$ cat src/inc/lti_pkg.sv
`default_nettype none
package lti_pkg;
    // register bus geometry
    localparam int ADDR_W = 8;
    localparam int DATA_W = 8;
    // register offsets
    localparam logic [7:0] ADDR_INT_CTRL = 8'h02;
    localparam logic [7:0] ADDR_LOW_LIM_LO = 8'h03;
    localparam logic [7:0] ADDR_LOW_LIM_HI = 8'h04;
    localparam logic [7:0] ADDR_HIGH_LIM_LO = 8'h05;
    localparam logic [7:0] ADDR_HIGH_LIM_HI = 8'h06;
    localparam logic [7:0] ADDR_EVT_STATUS = 8'h20;
    localparam logic [7:0] ADDR_EVT_MASK = 8'h21;
    localparam logic [7:0] ADDR_LINE_STATE = 8'h22;
    // limit bytes sit on consecutive offsets starting here
    localparam logic [7:0] ADDR_LIMIT_BASE = 8'h03;
    localparam int LIMIT_BYTES = 4;
    // interrupt control field layout
    localparam int PERSIST_LSB = 0;
    localparam int PERSIST_W = 4;
    localparam int STYLE_LSB = 4;
    localparam int STYLE_W = 2;
    localparam logic [7:0] INT_CTRL_RESET = 8'h00;
    localparam logic [7:0] INT_CTRL_MASK = 8'h3F;
    // event status bits
    localparam int EVT_W = 2;
    localparam int EVT_RAISE = 0;
    localparam int EVT_CONV = 1;
    localparam logic [1:0] EVT_RESET = 2'h0;
    // line-state read layout
    localparam int LS_PEND = 0;
    localparam int LS_CNT_LSB = 4;
    // special function command: clear field value that clears
    localparam int SF_FIELD_W = 5;
    localparam logic [4:0] SF_INT_CLEAR = 5'h00;
    localparam int RESULT_W = 16;
    localparam logic [3:0] PERSIST_EVERY = 4'h0;
    localparam logic [3:0] PERSIST_MAX = 4'hF;

    // interrupt styles
    typedef enum logic [1:0] {
        LTI_STYLE_OFF = 2'h0,
        LTI_STYLE_LEVEL = 2'h1,
        LTI_STYLE_ALERT = 2'h2,
        LTI_STYLE_RSVD = 2'h3
    } lti_style_type;

    // interrupt line state, gray along idle -> pending -> alert wait
    typedef enum logic [1:0] {
        LTI_LINE_IDLE = 2'h0,
        LTI_LINE_PEND = 2'h1,
        LTI_LINE_ALERT = 2'h3
    } lti_line_type;

    // one finished conversion
    typedef struct packed {
        logic done;
        logic [15:0] ch0;
        logic [15:0] ch1;
    } lti_conv_type;

    // register bus request
    typedef struct packed {
        logic [7:0] addr;
        logic [7:0] wdata;
        logic wr;
        logic rd;
    } lti_bus_type;

    // special function command from the serial engine
    typedef struct packed {
        logic valid;
        logic [4:0] field;
    } lti_sf_type;
endpackage
`default_nettype wire

$ cat src/design/lti_window_filter.sv
`default_nettype none
// window compare plus persistence count for channel 0 results
module lti_window_filter (
    input wire logic core_clk,
    input wire logic rst,
    input wire logic conv_done,
    input wire logic [15:0] ch0,
    input wire logic [15:0] low_lim,
    input wire logic [15:0] high_lim,
    input wire logic [3:0] persist,
    input wire logic cnt_clear,
    output logic raise,
    output logic [3:0] run_cnt
);
    logic [3:0] cnt_r; // consecutive out-of-window results
    logic [3:0] cnt_nxt;
    logic outside; // result strictly outside the window
    logic [3:0] cnt_base; // count after any clear in this cycle
    logic [3:0] cnt_inc; // saturating increment
    logic every; // end-of-conversion mode

    // strict compares, equality to a limit stays inside
    assign outside = (ch0 < low_lim) || (ch0 > high_lim);
    assign every = (persist == lti_pkg::PERSIST_EVERY);
    // a clear restarts the run; this cycle's result then counts as its first
    assign cnt_base = cnt_clear ? 4'h0 : cnt_r;
    assign cnt_inc = (cnt_base == lti_pkg::PERSIST_MAX) ? cnt_base : cnt_base + 4'h1;

    // count only on a finished conversion; in-window result restarts
    assign cnt_nxt = !conv_done ? cnt_base :
        every ? 4'h0 :
        outside ? cnt_inc : 4'h0;

    // raise: every conversion in mode zero, thresholds ignored
    // a clear in the same cycle restarts the count, so with persistence above one it can hide the event
    assign raise = conv_done &&
        (every || (outside && (cnt_inc >= persist)));
    assign run_cnt = cnt_r;

    // persistence counter
    always_ff @(posedge core_clk) begin
        if (rst) begin
            cnt_r <= 4'h0;
        end else begin
            cnt_r <= cnt_nxt;
        end
    end
endmodule
`default_nettype wire

$ cat src/design/lti_top.sv
// Our own choices: the placing of the registers and strobed register access.
`default_nettype none
// How it works
// - control register zero means no pin interrupts; an unmasked conversion event still drives irq
// - style field selects off, level or alert
// - two 16-bit limits define the window
// - only channel 0 result is compared
// - persistence one raises on first outlier
// - persistence N needs N consecutive outliers
// - line held low until the interrupt clears
// - level style cleared by special function zero
// - alert style cleared by alert response
// - persistence zero raises every conversion
// - low limit bytes at offsets three, four
// - high limit bytes at offsets five, six
module lti_top (
    input wire logic core_clk,
    input wire logic rst,
    // register port
    input wire lti_pkg::lti_bus_type bus,
    output logic [7:0] rdata,
    // conversion results from the converter
    input wire lti_pkg::lti_conv_type conv,
    // commands decoded by the serial engine
    input wire lti_pkg::lti_sf_type sf_cmd,
    input wire logic alert_resp_req,
    output logic alert_resp_ack,
    // serial clock pin, used to time the alert release
    input wire logic scl_pin,
    // open-drain interrupt pin, active low
    output logic int_n_o,
    output logic int_n_oe,
    // internal event interrupt
    output logic irq
);
    // register storage
    logic [7:0] int_ctrl_r; // style and persistence
    logic [7:0] limit_r [lti_pkg::LIMIT_BYTES]; // low lo, low hi, high lo, high hi
    logic [1:0] evt_status_r; // sticky events
    logic [1:0] evt_mask_r; // event enables
    logic [7:0] rdata_r; // registered read data
    logic [7:0] rdata_nxt;

    // line control
    lti_pkg::lti_line_type line_r;
    lti_pkg::lti_line_type line_nxt;
    logic int_drv_r; // pin drive, registered
    logic alert_ack_r; // answer pulse to the engine
    logic alert_ack_nxt;

    // serial clock synchroniser
    logic scl_meta_r; // first stage, read only by the second
    logic scl_sync_r;
    logic scl_prev_r;
    logic scl_fall;

    // decoded controls
    lti_pkg::lti_style_type style;
    logic [3:0] persist;
    logic int_enabled;
    logic [15:0] low_lim;
    logic [15:0] high_lim;
    logic raise;
    logic [3:0] run_cnt;
    logic level_clear;
    logic alert_clear;
    logic any_clear;
    logic ctrl_write;
    logic status_write;
    logic mask_write;
    logic [1:0] evt_set;
    logic [1:0] status_nxt;

    // address compare used by every write and read decode
    function automatic logic hit(input logic [7:0] a, input logic [7:0] off);
        hit = (a == off);
    endfunction

    // ---------------- decode ----------------
    assign style = lti_pkg::lti_style_type'(
        int_ctrl_r[lti_pkg::STYLE_LSB +: lti_pkg::STYLE_W]);
    assign persist = int_ctrl_r[lti_pkg::PERSIST_LSB +: lti_pkg::PERSIST_W];
    // reserved style code behaves as disabled; all-zero control is disabled
    assign int_enabled = (int_ctrl_r != lti_pkg::INT_CTRL_RESET) &&
        ((style == lti_pkg::LTI_STYLE_LEVEL) ||
        (style == lti_pkg::LTI_STYLE_ALERT));
    // little-endian byte pairs
    assign low_lim = {limit_r[1], limit_r[0]};
    assign high_lim = {limit_r[3], limit_r[2]};

    assign ctrl_write = bus.wr && hit(bus.addr, lti_pkg::ADDR_INT_CTRL);
    assign status_write = bus.wr && hit(bus.addr, lti_pkg::ADDR_EVT_STATUS);
    assign mask_write = bus.wr && hit(bus.addr, lti_pkg::ADDR_EVT_MASK);

    // clear sources: level clear only in level style while pending, alert clear only in the alert wait state
    assign level_clear = sf_cmd.valid && (sf_cmd.field == lti_pkg::SF_INT_CLEAR) &&
        (style == lti_pkg::LTI_STYLE_LEVEL) && (line_r == lti_pkg::LTI_LINE_PEND);
    assign alert_clear = (line_r == lti_pkg::LTI_LINE_ALERT) && scl_fall;
    assign any_clear = level_clear || alert_clear || !int_enabled;

    // ---------------- threshold filter ----------------
    // channel 1 is deliberately not wired in
    lti_window_filter u_filter (
        .core_clk(core_clk),
        .rst(rst),
        .conv_done(conv.done && int_enabled),
        .ch0(conv.ch0),
        .low_lim(low_lim),
        .high_lim(high_lim),
        .persist(persist),
        .cnt_clear(any_clear),
        .raise(raise),
        .run_cnt(run_cnt)
    );

    // ---------------- serial clock edges ----------------
    assign scl_fall = scl_prev_r && !scl_sync_r;

    // two stages before anything looks at the pin
    always_ff @(posedge core_clk) begin
        if (rst) begin
            scl_meta_r <= 1'b1;
            scl_sync_r <= 1'b1;
            scl_prev_r <= 1'b1;
        end else begin
            scl_meta_r <= scl_pin;
            scl_sync_r <= scl_meta_r;
            scl_prev_r <= scl_sync_r;
        end
    end

    // ---------------- interrupt line ----------------
    // next state; a raise landing with a clear keeps the line pending
    always_comb begin
        line_nxt = line_r;
        alert_ack_nxt = 1'b0;
        case (line_r)
            lti_pkg::LTI_LINE_IDLE: begin
                if (raise && int_enabled) begin
                    line_nxt = lti_pkg::LTI_LINE_PEND;
                end
            end
            lti_pkg::LTI_LINE_PEND: begin
                if (!int_enabled) begin
                    line_nxt = lti_pkg::LTI_LINE_IDLE;
                end else if (level_clear && !raise) begin
                    line_nxt = lti_pkg::LTI_LINE_IDLE;
                end else if (alert_resp_req && style == lti_pkg::LTI_STYLE_ALERT) begin
                    // answer now, let go of the line once the ack bit has gone out
                    line_nxt = lti_pkg::LTI_LINE_ALERT;
                    alert_ack_nxt = 1'b1;
                end
            end
            lti_pkg::LTI_LINE_ALERT: begin
                if (!int_enabled) begin
                    line_nxt = lti_pkg::LTI_LINE_IDLE;
                end else if (raise) begin
                    // fresh event while answering: line stays low, pending again
                    line_nxt = lti_pkg::LTI_LINE_PEND;
                end else if (scl_fall) begin
                    line_nxt = lti_pkg::LTI_LINE_IDLE;
                end
            end
            default: begin
                line_nxt = lti_pkg::LTI_LINE_IDLE;
            end
        endcase
    end

    // line state and pin drive, low while pending or answering
    always_ff @(posedge core_clk) begin
        if (rst) begin
            line_r <= lti_pkg::LTI_LINE_IDLE;
            int_drv_r <= 1'b0;
            alert_ack_r <= 1'b0;
        end else begin
            line_r <= line_nxt;
            int_drv_r <= (line_nxt != lti_pkg::LTI_LINE_IDLE);
            alert_ack_r <= alert_ack_nxt;
        end
    end

    // open drain: value is always low, enable decides
    assign int_n_o = 1'b0;
    assign int_n_oe = int_drv_r;
    assign alert_resp_ack = alert_ack_r;

    // ---------------- registers ----------------
    // control register, reserved bits forced to zero
    always_ff @(posedge core_clk) begin
        if (rst) begin
            int_ctrl_r <= lti_pkg::INT_CTRL_RESET;
        end else if (ctrl_write) begin
            int_ctrl_r <= bus.wdata & lti_pkg::INT_CTRL_MASK;
        end
    end

    // one write decoder per limit byte
    genvar gi;
    generate
        for (gi = 0; gi < lti_pkg::LIMIT_BYTES; gi++) begin : g_limit
            logic byte_write;
            assign byte_write = bus.wr &&
                hit(bus.addr, lti_pkg::ADDR_LIMIT_BASE + 8'(gi));
            always_ff @(posedge core_clk) begin
                if (rst) begin
                    limit_r[gi] <= 8'h00;
                end else if (byte_write) begin
                    limit_r[gi] <= bus.wdata;
                end
            end
        end
    endgenerate

    // sticky events: set wins over a write-one clear in the same cycle
    assign evt_set[lti_pkg::EVT_RAISE] = raise && int_enabled;
    assign evt_set[lti_pkg::EVT_CONV] = conv.done;
    assign status_nxt = (evt_status_r &
        ~(status_write ? bus.wdata[1:0] : 2'h0)) | evt_set;

    // status and mask
    always_ff @(posedge core_clk) begin
        if (rst) begin
            evt_status_r <= lti_pkg::EVT_RESET;
            evt_mask_r <= lti_pkg::EVT_RESET;
        end else begin
            evt_status_r <= status_nxt;
            if (mask_write) begin
                evt_mask_r <= bus.wdata[1:0];
            end
        end
    end

    // level output while any unmasked event stays set
    assign irq = |(evt_status_r & evt_mask_r);

    // ---------------- read path ----------------
    // read mux; unmapped offsets read as zero
    always_comb begin
        rdata_nxt = 8'h00;
        if (hit(bus.addr, lti_pkg::ADDR_INT_CTRL)) begin
            rdata_nxt = int_ctrl_r;
        end else if (hit(bus.addr, lti_pkg::ADDR_LOW_LIM_LO)) begin
            rdata_nxt = limit_r[0];
        end else if (hit(bus.addr, lti_pkg::ADDR_LOW_LIM_HI)) begin
            rdata_nxt = limit_r[1];
        end else if (hit(bus.addr, lti_pkg::ADDR_HIGH_LIM_LO)) begin
            rdata_nxt = limit_r[2];
        end else if (hit(bus.addr, lti_pkg::ADDR_HIGH_LIM_HI)) begin
            rdata_nxt = limit_r[3];
        end else if (hit(bus.addr, lti_pkg::ADDR_EVT_STATUS)) begin
            rdata_nxt = {6'h00, evt_status_r};
        end else if (hit(bus.addr, lti_pkg::ADDR_EVT_MASK)) begin
            rdata_nxt = {6'h00, evt_mask_r};
        end else if (hit(bus.addr, lti_pkg::ADDR_LINE_STATE)) begin
            // pending flag and live persistence count
            rdata_nxt[lti_pkg::LS_PEND] = (line_r != lti_pkg::LTI_LINE_IDLE);
            rdata_nxt[lti_pkg::LS_CNT_LSB +: 4] = run_cnt;
        end
    end

    // read data stands for exactly the cycle after the strobe
    always_ff @(posedge core_clk) begin
        if (rst) begin
            rdata_r <= 8'h00;
        end else if (bus.rd) begin
            rdata_r <= rdata_nxt;
        end else begin
            rdata_r <= 8'h00;
        end
    end

    assign rdata = rdata_r;
endmodule
`default_nettype wire

$ cat config.mk
export PLATFORM = sky130hd
export DESIGN_NAME = lti_top
export DESIGN_NICKNAME = d
export VERILOG_FILES = /design/src/inc/lti_pkg.sv /design/src/design/lti_window_filter.sv /design/src/design/lti_top.sv
export SDC_FILE = /design/constraint.sdc
export NUM_CORES = 1
export LEC_CHECK = 0
export BUFFER_PORTS_ARGS = -buffer_cell sky130_fd_sc_hd__buf_2
export CAP_MARGIN = 10
export CORE_AREA = 2 2 85 87
export DETAILED_ROUTE_END_ITERATION = 10
export DIE_AREA = 0 0 87 89
export PLACE_DENSITY_LB_ADDON = 0.2
export SETUP_SLACK_MARGIN = 0.3
export SLEW_MARGIN = 20
export SYNTH_ARGS = -nofsm -noshare
export SYNTH_HDL_FRONTEND = slang
export SYNTH_HIERARCHICAL = 1
export SYNTH_SLANG_ARGS = --single-unit
$ cat constraint.sdc
create_clock -name core_clk -period 5.62 [get_ports core_clk]
set_input_delay 1.124 -clock core_clk [delete_from_list [all_inputs] [get_ports core_clk]]
set_output_delay 1.124 -clock core_clk [all_outputs]
set_load 0.01 [all_outputs]
==> metrics.md <==
| Metric | Value |
|---|---|
| Total Routing Usage GR | `26.2%` |
| Critical path data arrival time | `4470 ps` |
| Worst EP required | `5870 ps` |
| Post-synth EDFFs | `32` |
| Area leader, netlist | `edfxtp_1` |
| Post-synthesis mux area share | `3.12%` |
| CP delay by family, top | `simple AND/OR/NAND/NOR gates` |
| Cts hold-fix bufs | `0` |
| Fin nets | `568` |
| CTS Buffer Depth | `2` |
| Hold_ws | `425 ps` |
| Max stage delay on crit path | `300 ps` |
| Vias in the first global route | `2960` |
| Gpl congestion | `0.844` |
| Worst Path Max Fanout | `6` |
| Worst-case clock skew | `11.6 ps` |
| Critical path capture point type | `flop` |
| PwrDens | `229 nW/µm²` |
| Slew HR | `48.7%` |
| Finished Core Util | `66.8%` |
| Fill count | `558` |
| Die Wd | `87 µm` |
| Ys flop type | `edfxtp_1` |
| DRT iter0 DRCs | `274` |
| Unrepaired setup endpoints after global routing | `false` |
| Max Clk Rate | `237 MHz` |
| Post-synthesis compound-gate area fraction | `16.6%` |
| Buf/Inv on CP | `1` |
| CTS tree | `built` |
| Clock root buffer | `clkbuf_8` |
| Final WL | `9710 µm` |
| Max VDD drop | `146 µV` |
| Count of different cell masters after synthesis | `69` |
| Yosys reg bits | `61` |
| GR Overflow Total | `0` |
| Tightest Pin Transition | `768 ps` |
| Max-Cap Viols | `0` |
| Main combinational cell family by area after synthesis | `simple AND/OR/NAND/NOR gates` |
| Post-Route Setup TNS | `0 ps` |
| LEAKAGE | `1.91 nW` |
| Clock sinks | `61` |
| Antenna viol nets, final | `0` |
| Resized cells post-CTS | `0` |
| Tmin final | `4220 ps` |
| Final hold violations | `0` |
| Pin count of the biggest net entering global routing | `31` |
| Synth Area in Adders | `12.0%` |
| Post-synthesis sequential area ratio | `38.9%` |
| Diode count | `0` |
| Core ar. | `6720 µm²` |
| Vias | `3301` |
| Vias per cell | `5.96` |
| Mapped Cells | `418` |
| CTS buffer count | `9` |
| Initial antenna violation count | `0` |
| I/O pins | `73` |
| Die Y | `89 µm` |
| Synthesized area per cell | `9.49 µm²` |
| Synth Area in Simple Gates | `23.5%` |
| Status | `finished clean` |
| Critical path launch point type | `input port` |
| Slowest stage cell, crit path | `nor4b_1` |
| Wire length per cell | `17.5 µm` |
| PortBufs | `55` |
| Max Slew Vio Count | `0` |
| Share of layout cells above drive strength 1 | `19.2%` |
| Post-synth top area share | `24.2%` |
| Initial core utilization | `59.0%` |
| Multi-input logic area | `2200 µm²` |
| Die area | `7740 µm²` |
| Synthesized Nets | `517` |
| H-Tree Depth | `3` |
| Remaining DRCs | `0` |
| HPWL Detailed | `7490 µm` |
| First-pass GRT wire length | `15200 µm` |
| TritonRoute pass-1 iters | `5` |
| Synth area leaders | `edfxtp_1 (24%), dfxtp_1 (15%), ha_1 (12%), and2_1 (5.4%), a21oi_1 (4.2%)` |
| Critical path type | `in2reg` |
| Area delta synth->final | `13.1%` |
| Tcrit/Tclk final | `75.1%` |
| Post-CTS Setup Inserts | `0` |
| Async S/R FF share, synth | `0%` |
| Mapped Area | `3970 µm²` |
| Most used cell, CP | `nand3_1` |
| Setup violators final | `0` |
| Clk slew on worst S/H paths | `70 ps` |
| Clock Latency Late Sink | `340 ps` |
| Worst min-delay path category | `reg2reg` |
| Synth Warn # | `6` |
| Post-synthesis xor/xnor area fraction | `0.221%` |
| Core Rows | `30` |
| FF/Latch Area | `1540 µm²` |
| Crit path cell chain | `buf_2 > nor4b_1 > nand3_1 > mux2i_1 > a21o_1 > nor2b_1 > ha_1 > nand3_1 > xor2_1 > nor2_1 > ha_1 > nand2b_1 > a21o_1 > a21oi_1 > nor2b_1 > o22ai_1 > a21boi_1 > nor2_1 > nand3_1 > a221oi_1` |
## routing by layer
metal / routed length [µm] / vias up / global-route usage [%]
met3: 773 / 15 / 5.45
met2: 4250 / 147 / 38.7
li1: - / 1596 / -
met1: 4510 / 1543 / 39.1
met4: 169 / 0 / 7.10
met5: 0 / - / 0
## registers in the layout, indices dropped and copies added, names as in the netlist
| name | count |
|---|---|
| scl_meta_r | 1 |
| rdata | 8 |
| limit_r | 32 |
| scl_sync_r | 1 |
| u_filter/run_cnt | 4 |
| scl_prev_r | 1 |
| int_n_oe | 1 |
| line_r | 2 |
| alert_resp_ack | 1 |
| evt_mask_r | 2 |
| int_ctrl_r | 6 |
| evt_status_r | 2 |
## worst paths after layout
path | startpoint | end | slack (ps) | cells past startpoint
min | scl_sync_r | scl_prev_r | 430 | 1
min reg2reg | scl_sync_r | scl_prev_r | 430 | 1
max | sf_cmd[3] | line_r[1] | 1400 | 20
max reg2reg | int_ctrl_r[4] | line_r[1] | 1960 | 18
## cells by family after synthesis
kind of cell,after synthesis
other,1
buffers and inverters,58
multiplexers,12
XOR/XNOR,1
flip-flops,61
AO/OA/AOI/OAI,92
adder cells (fa/ha/maj),38
AND/OR/NAND/NOR,155
## stage by stage
step / total power [mW] / std cells / cell area, µm² / setup slack, ps
final: 1.03 / 554 / 4490 / 1400
after global routing: 1.07 / 554 / 4490 / 1040
after CTS: 1.03 / 554 / 4490 / 1410
after detailed placement: 0.629 / 538 / 4280 / 1070
after global placement: 0.624 / 538 / 4280 / 1200
after floorplan: 0.579 / 418 / 3970 / 1690
## area by class of cell
cell class	count	share of cell area [%]
repair buffers	55	6.14
well taps	80	2.23
clock buffers	11	3.40
flip-flops and latches	61	34.4
inverters	43	3.60
multi-input cells	299	49.0
clock inverters	5	1.23
## Yosys cell counts (3+ instances only)
library cell	n
a211oi_1	3
a21o_1	8
a21oi_1	33
a22oi_1	3
a31oi_1	3
and2_1	34
clkbuf_1	11
dfxtp_1	29
edfxtp_1	32
ha_1	38
inv_1	43
mux2i_1	9
nand2_1	27
nand2b_1	8
nand3_1	18
nand4_1	8
nor2_1	17
nor2b_1	10
nor3_1	6
nor3_2	3
o21ai_0	5
o21ai_1	6
o22ai_1	4
or2_1	3
## placed cells by master (no fill, tap or decap), types with 4 or more instances in the layout
master	netlist	layout
nor3_1	6	6
o22ai_1	4	4
ha_1	38	38
nor2b_1	10	10
inv_1	43	43
nand3_1	18	18
nor2_1	17	17
nand4_1	8	8
clkbuf_8	0	9
o21ai_1	6	6
mux2i_1	9	9
edfxtp_1	32	32
nand2_1	27	27
o21ai_0	5	5
nand2b_1	8	8
a21oi_1	33	33
dfxtp_1	29	29
and2_1	34	34
buf_2	2	55
a21o_1	8	8
## report_power, final
group          switching, mW  internal [mW]
Combinational         0.0780         0.0508
Sequential            0.0113          0.482
Clock                  0.175          0.232
Note: power is estimated with default switching activity, not from simulation.
